**src/logic/adc_port_defines.svh**
```systemverilog
// Constants for the converter result output port
`ifndef ADC_PORT_DEFINES_SVH
`define ADC_PORT_DEFINES_SVH

// ---------------------------------------------------------------
// Result word
// ---------------------------------------------------------------
`define RESULT_W         16
`define RESULT_MSB       15
`define BYTE_LO_HI       7
`define BYTE_HI_LO       8
`define FRAME_LAST_BIT   5'h0f
`define BIT_CNT_ONE      5'h01

// ---------------------------------------------------------------
// Shared data pins read as inputs in serial mode
// ---------------------------------------------------------------
`define PIN_DIV_LO       2
`define PIN_DIV_HI       3
`define PIN_CLK_SRC      4
`define PIN_FRAME_POL    5
`define PIN_CHAIN        7

// ---------------------------------------------------------------
// Pin enables
// ---------------------------------------------------------------
`define OE_PARALLEL      16'hffff
`define OE_SERIAL        16'h0000

// ---------------------------------------------------------------
// Internal serial clock
// ---------------------------------------------------------------
`define SCLK_HALF_BASE   8'h01
`define DIV_CNT_ONE      8'h01
`define DIV_CNT_ZERO     8'h00

`endif

```
**src/logic/adc_port_pkg.sv**
```systemverilog
// Types shared by the converter result output port
package adc_port_pkg;

  // -------------------------------------------------------------
  // Conversion mode
  // -------------------------------------------------------------
  typedef enum logic [1:0] {
    MODE_NORMAL,
    MODE_FAST,
    MODE_LOW_POWER
  } conv_mode_t;

  // -------------------------------------------------------------
  // Serial frame state
  // -------------------------------------------------------------
  typedef enum logic {
    SER_IDLE,
    SER_SHIFT
  } ser_state_t;

  // -------------------------------------------------------------
  // Register state of the port
  // -------------------------------------------------------------
  typedef struct packed {
    ser_state_t  state;
    logic [15:0] word;
    logic [15:0] par;
    logic [15:0] oe;
    logic [15:0] held;
    logic        held_ok;
    logic [15:0] shreg;
    logic [4:0]  bit_cnt;
    logic [7:0]  div_cnt;
    logic        sclk;
    logic        sclk_oe;
    logic        sclk_in;
    logic        serial_result_out;
    logic        sync;
    conv_mode_t  mode;
    logic        min_rate;
  } port_state_t;

endpackage : adc_port_pkg

```
**src/logic/adc_output_port_config.sv**
```systemverilog
// Result output port and configuration logic of the sampling converter
// Operation
// - Byte order low puts the low byte on lines 7..0, high swaps bytes.
// - Coding select high gives straight binary, low inverts the MSB.
// - Fast high, low power low: fastest mode; host keeps a minimum rate.
// - Low power high with fast low is the reduced power mode.
// - Interface select low uses the parallel port, high the serial port.
// - Data bits 0 and 1 drive in parallel mode and float in serial mode.
// - In parallel mode the shared pins 2, 3, 4, 5 and 7 drive result data bits.
// - Pins 2 and 3 slow the internal clock only in read-after-convert mode.
// - Pin 4 is a data bit in parallel mode, the clock source in serial.
// - Clock source high makes the host clock the serial data.
// - Internal clock: read mode high shifts the last word during convert.
// - External clock: the chain input reaches the output after 16 clocks.
// - Frame polarity low gives active-high frame sync, high active-low.
`timescale 1ns/1ps
`include "adc_port_defines.svh"

module adc_output_port_config
  import adc_port_pkg::*;
#(
  parameter int WIDTH = `RESULT_W
) (
  input  wire logic        clk_sys_i,
  input  wire logic        srst_i,
  input  wire logic        byte_order_select_i,
  input  wire logic        output_coding_select_i,
  input  wire logic        fast_mode_select_i,
  input  wire logic        low_power_select_i,
  input  wire logic        interface_select_i,
  input  wire logic        conv_start_i,
  input  wire logic        result_valid_i,
  input  wire logic [15:0] result_data_i,
  output logic             result_ready_o,
  input  wire logic [15:0] data_i,
  output logic [15:0]      data_o,
  output logic [15:0]      data_oe_o,
  input  wire logic        sclk_i,
  output logic             sclk_o,
  output logic             sclk_oe_o,
  output logic             serial_result_out_o,
  output logic             frame_sync_o,
  output conv_mode_t       conv_mode_o,
  output logic             min_rate_required_o
);

  // -------------------------------------------------------------
  // Elaboration checks
  // -------------------------------------------------------------
  // Pin map, byte split and frame counter serve a 16-bit word only
  if (WIDTH != `RESULT_W) begin : g_bad_width
    $error("adc_output_port_config: WIDTH must be 16");
  end
  if (`RESULT_MSB != WIDTH - 1) begin : g_bad_msb
    $error("adc_output_port_config: MSB position does not match WIDTH");
  end
  if (`FRAME_LAST_BIT != WIDTH - 1) begin : g_bad_frame
    $error("adc_output_port_config: frame length does not match WIDTH");
  end
  if (`BYTE_HI_LO != `BYTE_LO_HI + 1) begin : g_bad_bytes
    $error("adc_output_port_config: byte split is not contiguous");
  end

  // -------------------------------------------------------------
  // Result buffer
  // -------------------------------------------------------------
  logic        buf_valid;
  logic [15:0] buf_data;
  logic        buf_take;

  // Absorbs up to two words while a serial frame is running
  result_buffer #(
    .WIDTH (WIDTH),
    .DEPTH (2)
  ) u_result_buffer (
    .clk_sys_i   (clk_sys_i),
    .srst_i      (srst_i),
    .in_valid_i  (result_valid_i),
    .in_data_i   (result_data_i),
    .in_ready_o  (result_ready_o),
    .out_valid_o (buf_valid),
    .out_data_o  (buf_data),
    .out_ready_i (buf_take)
  );

  // -------------------------------------------------------------
  // Mode decode
  // -------------------------------------------------------------
  port_state_t q;
  port_state_t d;
  logic        serial;
  logic        ext_clk;
  logic        read_during;
  logic        frame_pol;
  logic        chain_in;
  logic [1:0]  div_sel;
  logic [7:0]  half_cnt;
  logic [15:0] coded;
  logic        pop;
  logic        ext_rise;
  logic        int_fall;

  always_comb begin
    // Shared pins carry serial controls only with serial selected
    serial      = interface_select_i;
    ext_clk     = serial && data_i[`PIN_CLK_SRC];
    read_during = serial && !ext_clk && data_i[`PIN_CHAIN];
    frame_pol   = data_i[`PIN_FRAME_POL];
    chain_in    = data_i[`PIN_CHAIN];
    // Divider pins count only in read-after-convert master mode
    if (serial && !ext_clk && !data_i[`PIN_CHAIN]) begin
      div_sel = {data_i[`PIN_DIV_HI], data_i[`PIN_DIV_LO]};
    end else begin
      div_sel = 2'b00;
    end
    // Half period in system clocks: one, two, four or eight
    half_cnt = `SCLK_HALF_BASE << div_sel;
  end

  // -------------------------------------------------------------
  // Output coding
  // -------------------------------------------------------------
  always_comb begin
    // Coding is fixed when the word leaves the buffer
    coded = buf_data;
    if (!output_coding_select_i) begin
      coded[`RESULT_MSB] = ~buf_data[`RESULT_MSB];
    end
  end

  // -------------------------------------------------------------
  // Buffer drain
  // -------------------------------------------------------------
  always_comb begin
    // Parallel and read-during modes take a word as soon as it arrives;
    // a running frame leaves the rest waiting in the buffer
    if (!serial || read_during) begin
      buf_take = 1'b1;
    end else begin
      buf_take = (q.state == SER_IDLE);
    end
    pop = buf_valid && buf_take;
  end

  // -------------------------------------------------------------
  // Next state
  // -------------------------------------------------------------
  always_comb begin
    d        = q;
    ext_rise = 1'b0;
    int_fall = 1'b0;

    // -----------------------------------------------------------
    // Conversion mode
    // -----------------------------------------------------------
    // Both selects equal fall back to the normal mode
    if (fast_mode_select_i && !low_power_select_i) begin
      d.mode = MODE_FAST;
    end else if (low_power_select_i && !fast_mode_select_i) begin
      d.mode = MODE_LOW_POWER;
    end else begin
      d.mode = MODE_NORMAL;
    end
    d.min_rate = (d.mode == MODE_FAST);

    // -----------------------------------------------------------
    // Parallel word
    // -----------------------------------------------------------
    // Swap acts on the held word and shows one edge after the select
    if (pop && !serial) begin
      d.word = coded;
    end
    if (byte_order_select_i) begin
      d.par = {d.word[`BYTE_LO_HI:0],
               d.word[`RESULT_MSB:`BYTE_HI_LO]};
    end else begin
      d.par = d.word;
    end
    // Serial mode releases the whole bus; serial signals have own ports
    if (serial) begin
      d.oe = `OE_SERIAL;
    end else begin
      d.oe = `OE_PARALLEL;
    end

    // -----------------------------------------------------------
    // Serial engine
    // -----------------------------------------------------------
    d.sclk_in = sclk_i;
    if (!serial) begin
      d.state   = SER_IDLE;
      d.sclk    = 1'b0;
      d.div_cnt = `DIV_CNT_ZERO;
      d.held_ok = 1'b0;
    end else if (ext_clk) begin
      d.sclk    = 1'b0;
      d.div_cnt = `DIV_CNT_ZERO;
      // Host clock is sampled once per cycle, so a rise acts at the first
      // edge that samples it high and each host level must stand one cycle at least
      ext_rise  = sclk_i && !q.sclk_in;
      if (ext_rise) begin
        d.shreg = {q.shreg[`RESULT_MSB-1:0], chain_in};
        if (q.state == SER_SHIFT) begin
          if (q.bit_cnt == `FRAME_LAST_BIT) begin
            d.state = SER_IDLE;
          end else begin
            d.bit_cnt = q.bit_cnt + `BIT_CNT_ONE;
          end
        end
      end
      // A new word restarts the frame; chain bits fill in behind it
      if (pop) begin
        d.shreg   = coded;
        d.state   = SER_SHIFT;
        d.bit_cnt = '0;
      end
    end else begin
      // Read during convert: the newest word waits in the hold
      // register until the next conversion starts a frame
      if (pop && read_during) begin
        d.held    = coded;
        d.held_ok = 1'b1;
      end
      case (q.state)
        SER_IDLE: begin
          // Clock parked low between frames
          d.sclk    = 1'b0;
          d.div_cnt = `DIV_CNT_ZERO;
          d.bit_cnt = '0;
          if (read_during) begin
            if (conv_start_i && q.held_ok) begin
              d.shreg = q.held;
              d.state = SER_SHIFT;
            end
          end else if (pop) begin
            d.shreg = coded;
            d.state = SER_SHIFT;
          end
        end
        SER_SHIFT: begin
          // Toggle after a half period of the divided clock
          if (q.div_cnt + `DIV_CNT_ONE >= half_cnt) begin
            d.div_cnt = `DIV_CNT_ZERO;
            d.sclk    = ~q.sclk;
            int_fall  = q.sclk;
          end else begin
            d.div_cnt = q.div_cnt + `DIV_CNT_ONE;
          end
          // Bits advance on the fall so each stands across a rise
          if (int_fall) begin
            if (q.bit_cnt == `FRAME_LAST_BIT) begin
              d.state = SER_IDLE;
            end else begin
              d.shreg   = {q.shreg[`RESULT_MSB-1:0], 1'b0};
              d.bit_cnt = q.bit_cnt + `BIT_CNT_ONE;
            end
          end
        end
        default: begin
          // Unused encodings return to idle
          d.state = SER_IDLE;
        end
      endcase
    end

    // -----------------------------------------------------------
    // Frame outputs
    // -----------------------------------------------------------
    // Sync follows the next state so it lines up with the first bit
    d.sclk_oe = serial && !ext_clk;
    d.serial_result_out   = serial && d.shreg[`RESULT_MSB];
    if (serial) begin
      d.sync = (d.state == SER_SHIFT) ^ frame_pol;
    end else begin
      d.sync = 1'b0;
    end
  end

  // -------------------------------------------------------------
  // State register
  // -------------------------------------------------------------
  always_ff @(posedge clk_sys_i) begin
    if (srst_i) begin
      // Bus stays released for one edge after reset
      q       <= '0;
      q.state <= SER_IDLE;
      q.mode  <= MODE_NORMAL;
    end else begin
      q <= d;
    end
  end

  // -------------------------------------------------------------
  // Outputs
  // -------------------------------------------------------------
  // Every output is a register bit
  assign data_o              = q.par;
  assign data_oe_o           = q.oe;
  assign sclk_o              = q.sclk;
  assign sclk_oe_o           = q.sclk_oe;
  assign serial_result_out_o = q.serial_result_out;
  assign frame_sync_o        = q.sync;
  assign conv_mode_o         = q.mode;
  assign min_rate_required_o = q.min_rate;

endmodule : adc_output_port_config

```
**src/logic/result_buffer.sv**
```systemverilog
// Two-entry buffer with valid and ready on both sides
`timescale 1ns/1ps
`include "adc_port_defines.svh"

module result_buffer #(
  parameter int WIDTH = `RESULT_W,
  parameter int DEPTH = 2
) (
  input  wire logic             clk_sys_i,
  input  wire logic             srst_i,
  input  wire logic             in_valid_i,
  input  wire logic [WIDTH-1:0] in_data_i,
  output logic                  in_ready_o,
  output logic                  out_valid_o,
  output logic [WIDTH-1:0]      out_data_o,
  input  wire logic             out_ready_i
);

  localparam int AW = (DEPTH > 1) ? $clog2(DEPTH) : 1;

  if (DEPTH != 2 || WIDTH < 1) begin : g_bad_param
    $error("result_buffer: DEPTH must be 2 and WIDTH positive");
  end

  typedef struct packed {
    logic [DEPTH-1:0][WIDTH-1:0] mem;
    logic [AW-1:0]               wr;
    logic [AW-1:0]               rd;
    logic [AW:0]                 cnt;
    logic                        ready;
  } buf_state_t;

  buf_state_t q;
  buf_state_t d;
  logic       push;
  logic       pop;

  // -------------------------------------------------------------
  // Next state
  // -------------------------------------------------------------
  always_comb begin
    d    = q;
    push = in_valid_i && q.ready;
    pop  = out_valid_o && out_ready_i;
    if (push) begin
      d.mem[q.wr] = in_data_i;
      d.wr        = q.wr + AW'(1);
    end
    if (pop) begin
      d.rd = q.rd + AW'(1);
    end
    d.cnt   = q.cnt + (AW+1)'(push) - (AW+1)'(pop);
    d.ready = (d.cnt != (AW+1)'(DEPTH));
  end

  always_ff @(posedge clk_sys_i) begin
    if (srst_i) begin
      q       <= '0;
      q.ready <= 1'b1;
    end else begin
      q <= d;
    end
  end

  assign in_ready_o  = q.ready;
  assign out_valid_o = (q.cnt != '0);
  assign out_data_o  = q.mem[q.rd];

endmodule : result_buffer

```
**config.mk**
```make
export PLATFORM = sky130hd
export DESIGN_NAME = adc_output_port_config
export DESIGN_NICKNAME = d
export VERILOG_FILES = /design/src/logic/adc_port_pkg.sv /design/src/logic/adc_output_port_config.sv /design/src/logic/result_buffer.sv
export VERILOG_INCLUDE_DIRS = /design/src /design/src/logic
export SDC_FILE = /design/constraint.sdc
export NUM_CORES = 1
export LEC_CHECK = 0
export ABC_CLOCK_PERIOD_IN_PS = 6200
export BUFFER_PORTS_ARGS = -buffer_cell sky130_fd_sc_hd__clkbuf_2
export CAP_MARGIN = 0
export CELL_PAD_IN_SITES_DETAIL_PLACEMENT = 1
export CELL_PAD_IN_SITES_GLOBAL_PLACEMENT = 1
export CORE_ASPECT_RATIO = 0.7
export CORE_MARGIN = 8
export CORE_UTILIZATION = 46
export DETAILED_ROUTE_END_ITERATION = 6
export PLACE_DENSITY_LB_ADDON = 0.08
export SLEW_MARGIN = 0
export SYNTH_ARGS = -nofsm -noshare
export SYNTH_HDL_FRONTEND = slang
export SYNTH_SLANG_ARGS = --single-unit
```
**constraint.sdc**
```tcl
create_clock -name clk_sys_i -period 6.2 [get_ports clk_sys_i]
set_input_delay 0.62 -clock clk_sys_i [delete_from_list [all_inputs] [get_ports clk_sys_i]]
set_output_delay 0.62 -clock clk_sys_i [all_outputs]
set_load 0.05 [all_outputs]
```
==> results_tabular.tex <==
\begin{tabular}{lr}
\hline
Metric & Value \\
\hline
\multicolumn{2}{l}{\textbf{Place}} \\
Count of input and output buffers & 70 \\
Post-detail-place hpwl & 10.2 mm \\
Total placed instance area & 5840 sq um \\
GP Congestion & 0.775 \\
\multicolumn{2}{l}{\textbf{CTS}} \\
TritonCTS clock tree & yes \\
H-tree depth reported by CTS & 4 \\
Count of cells resized by post-cts repair & 0 \\
Cell at the root of the clock tree & clkbuf\_16 \\
Number of hold buffers added after CTS & 0 \\
Clock buffers created by TritonCTS & 17 \\
Worst-case clock buffer depth & 2 \\
Count of buffers added by post-CTS timing repair for setup & 0 \\
Clock latency reported for the late side of the worst-skew pair & 0.42 ns \\
Post-CTS clock slew at the launch and capture registers of the worst setup and hold paths & 0.06 ns \\
TritonCTS sink count & 124 \\
\multicolumn{2}{l}{\textbf{Layout}} \\
Design Area, Final & 6510 sq um \\
Area taken by flip-flops and latches & 2480 sq um \\
Share of layout cells above drive strength 1 & 18.9\% \\
Fillers & 1435 \\
Multi-input gate area in the final layout & 2720 sq um \\
Area Overhead vs Synth & 14.7\% \\
Number of nets in the layout & 736 \\
Antenna Diode Count & 0 \\
\multicolumn{2}{l}{\textbf{Global routing}} \\
Maximum number of pins on one net before global-route repair & 108 \\
Number of antenna violations at the first check in global routing & 0 \\
Congestion Overflow GR & 0 \\
Global-route wire length before repair & 25.1 mm \\
Via count of the first global-routing pass & 4862 \\
Overall global routing resource usage & 19.6\% \\
\multicolumn{2}{l}{\textbf{Worst setup path}} \\
CP max-delay cell & nor3b\_1 \\
Maximum cell stage delay along the critical path & 0.49 ns \\
Worst setup path class & in2reg \\
Beginning of the worst register-to-register path & q[16]\$\_SDFFE\_PP0P\_ \\
Worst Setup Start Kind & input pin \\
Worst Path Arrival & 3.87 ns \\
Critical path endpoint category & flip-flop \\
Max Fanout on Critical Path & 16 \\
Required time of the critical path & 6.52 ns \\
End of the worst register-to-register path & q[27]\$\_SDFFE\_PP0P\_ \\
Start point of the critical path & interface\_select\_i \\
Reg-to-reg slack, setup & 2.98 ns \\
R2r worst-path depth & 10 \\
Crit-path cells & clkbuf\_2, nor3b\_1, o21ai\_0, ha\_1, nand2b\_1, a211o\_1, a2111oi\_4, a31oi\_4, and2\_1, a311oi\_2 \\
\multicolumn{2}{l}{\textbf{Timing}} \\
Worst Max-Slew Pin Slew & 1.20 ns \\
Fmax & 282 MHz \\
Max-slew violations & 0 \\
Final Cycle Share & 57.2\% \\
Clock skew after layout & 0.00953 ns \\
Worst relative slew slack & 19.7\% \\
Final Setup Violations & 0 \\
Final period demand of the worst path & 3.55 ns \\
Setup repair after global routing missed its margin & no \\
Final TNS setup & 0 ns \\
Final hold violation count & 0 \\
\multicolumn{2}{l}{\textbf{Route}} \\
Met3 WL & 490 microns \\
Average detailed-routed wire length per instance & 17.9 microns \\
Post-DR vias/cell & 5.37 \\
Routed Antenna Nets & 0 \\
DRC violations left & 0 \\
Final WL & 15.4 mm \\
Initial DRT Pass Iterations & 4 \\
Routed wire length on met2 & 7.16 mm \\
Highest metal layer with signal wires & met4 \\
DR iter-0 viols & 225 \\
Met1 WL & 7.60 mm \\
Total number of vias & 4611 \\
\multicolumn{2}{l}{\textbf{Floorplan}} \\
Placement row count & 34 \\
CORE AREA & 12300 sq um \\
Die Y-Extent & 109 microns \\
Die area & 16200 sq um \\
Top Ports & 82 \\
Die boundary width & 149 microns \\
Starting density of the core & 46.3\% \\
\multicolumn{2}{l}{\textbf{Logic synthesis}} \\
Proportion of register bits with asynchronous set or reset after synthesis & 0\% \\
Register area share after synthesis & 43.7\% \\
Commonest register cell after synthesis & dfxtp\_1 \\
Syn. warnings & 0 \\
Netlist Area Pre-Place & 5680 sq um \\
Post-synth top area cell & dfxtp\_1 \\
Most frequent cells after synthesis & 124 x dfxtp\_1, 82 x a21oi\_1, 77 x nand2\_1 \\
Number of synthesized flops with an enable pin & 0 \\
FF+latch count, synth & 124 \\
Count leader, synth & dfxtp\_1 \\
Number of instances in the synthesized netlist & 667 \\
Top-area cell type share of the netlist area & 43.7\% \\
Unique cell type count in the Yosys netlist & 50 \\
Top cells by area, synth & dfxtp\_1 44\%, a21oi\_1 7.2\%, nand2\_1 5.1\% \\
Average size of a mapped cell & 8.51 sq um \\
\multicolumn{2}{l}{\textbf{Hold path}} \\
Cell depth of the worst hold path & 2 \\
Worst Hold Launch & low\_power\_select\_i \\
Worst hold path endpoint & conv\_mode\_o[0]\$\_SDFF\_PP0\_ \\
Worst Hold Class & in2reg \\
\multicolumn{2}{l}{\textbf{Outcome}} \\
Run status & complete, no violations \\
\multicolumn{2}{l}{\textbf{Power and ir drop}} \\
Pwr dens & 396 nW/um\^{}2 \\
IR Drop Worst-Case VDD & 214 uV \\
Standby leakage power & 2.47 nW \\
\multicolumn{2}{l}{\textbf{Run}} \\
\# Max-Cap Violations & 0 \\
\hline
\end{tabular}
-- sequential cells by signal (all words and copies together) (netlist names) --
name	flops
u_result_buffer.in_ready_o	1
data_oe_o	1
frame_sync_o	1
serial_result_out_o	1
sclk_o	1
conv_mode_o	2
u_result_buffer.q	36
sclk_oe_o	1
q	64
data_o	16
-- metrics by stage --
stage	cells	hold slack (ns)	total power, W	util [%]	setup slack [ns]
2_1_floorplan	670	0.436	0.00135	-	2.92
5_1_grt	859	0.366	0.00270	53.1	2.40
3_3_place_gp	827	0.441	0.00145	47.7	2.33
4_1_cts	859	0.359	0.00260	53.1	2.69
6_report	859	0.370	0.00258	53.1	2.65
3_5_place_dp	827	0.451	0.00147	47.7	2.28
-- worst max path at each step --
stage	endpoint	slack, ns	cells past startpoint
after detailed placement	q[27]$_SDFFE_PP0P_	2.28	10
after global routing	q[22]$_SDFFE_PP0P_	2.40	10
after CTS	q[27]$_SDFFE_PP0P_	2.69	10
after floorplan	q[29]$_SDFFE_PP0P_	2.92	12
after global placement	q[23]$_SDFFE_PP0P_	2.33	10
final	q[27]$_SDFFE_PP0P_	2.65	10
-- layout by cell type (no fill, tap or decap), types with 9 or more instances in the layout --
| cell | Yosys | final |
|---|---|---|
| nor2b_1 | 14 | 14 |
| ha_1 | 10 | 10 |
| nand2b_1 | 10 | 10 |
| o21ai_0 | 25 | 25 |
| a21oi_1 | 82 | 82 |
| inv_1 | 10 | 10 |
| nand3_1 | 13 | 13 |
| dfxtp_1 | 124 | 124 |
| a311oi_2 | 9 | 9 |
| nor3_1 | 18 | 17 |
| a211oi_1 | 16 | 16 |
| nor2_1 | 75 | 74 |
| nand2_1 | 77 | 77 |
| mux2i_1 | 27 | 27 |
| clkbuf_16 | 0 | 17 |
| clkbuf_2 | 0 | 69 |
-- cell type report --
class	instances	share of cell area, %
inverters	10	0.577
flip-flops and latches	124	38.1
clock inverters	13	3.29
well taps	162	3.11
repair buffers	76	6.11
clock buffers	19	6.96
multi-input cells	455	41.8
-- critical path, delay by kind of cell --
family                     cells  cell delay (ns)
AOI/OAI and AO/OA              5             1.56
and+or+nand+nor                3             1.12
adders and majority gates      1             0.30
buffers and inverters          1             0.25
-- layer usage --
layer  vias to the layer above  global-route usage [%]
met2                        73                    31.5
li1                       2308                       -
met5                         -                       0
met3                        12                    4.48
met4                         0                    6.03
met1                      2218                    26.0
-- report_power, final --
group	switching (W)	leakage [nW]	internal (W)	total [W]
Combinational	0.000343	1.14	0.000175	0.000518
Sequential	0.0000668	1.01	0.000875	0.000942
Clock	0.000379	0.320	0.000737	0.00112
-- logic make-up (layout without fill, tap and decap cells) --
family	after synthesis	in the layout	share of synthesized area, %
AND/OR/NAND/NOR	236	236	19.0
AO/OA/AOI/OAI	163	163	18.9
flip-flops	124	124	43.7
buffers and inverters	91	118	8.64
multiplexers	35	35	6.35
adder cells (fa/ha/maj)	10	10	2.20
XOR/XNOR	7	7	1.08
other	1	4	0.0661
Power figures use the tool's default switching activity.
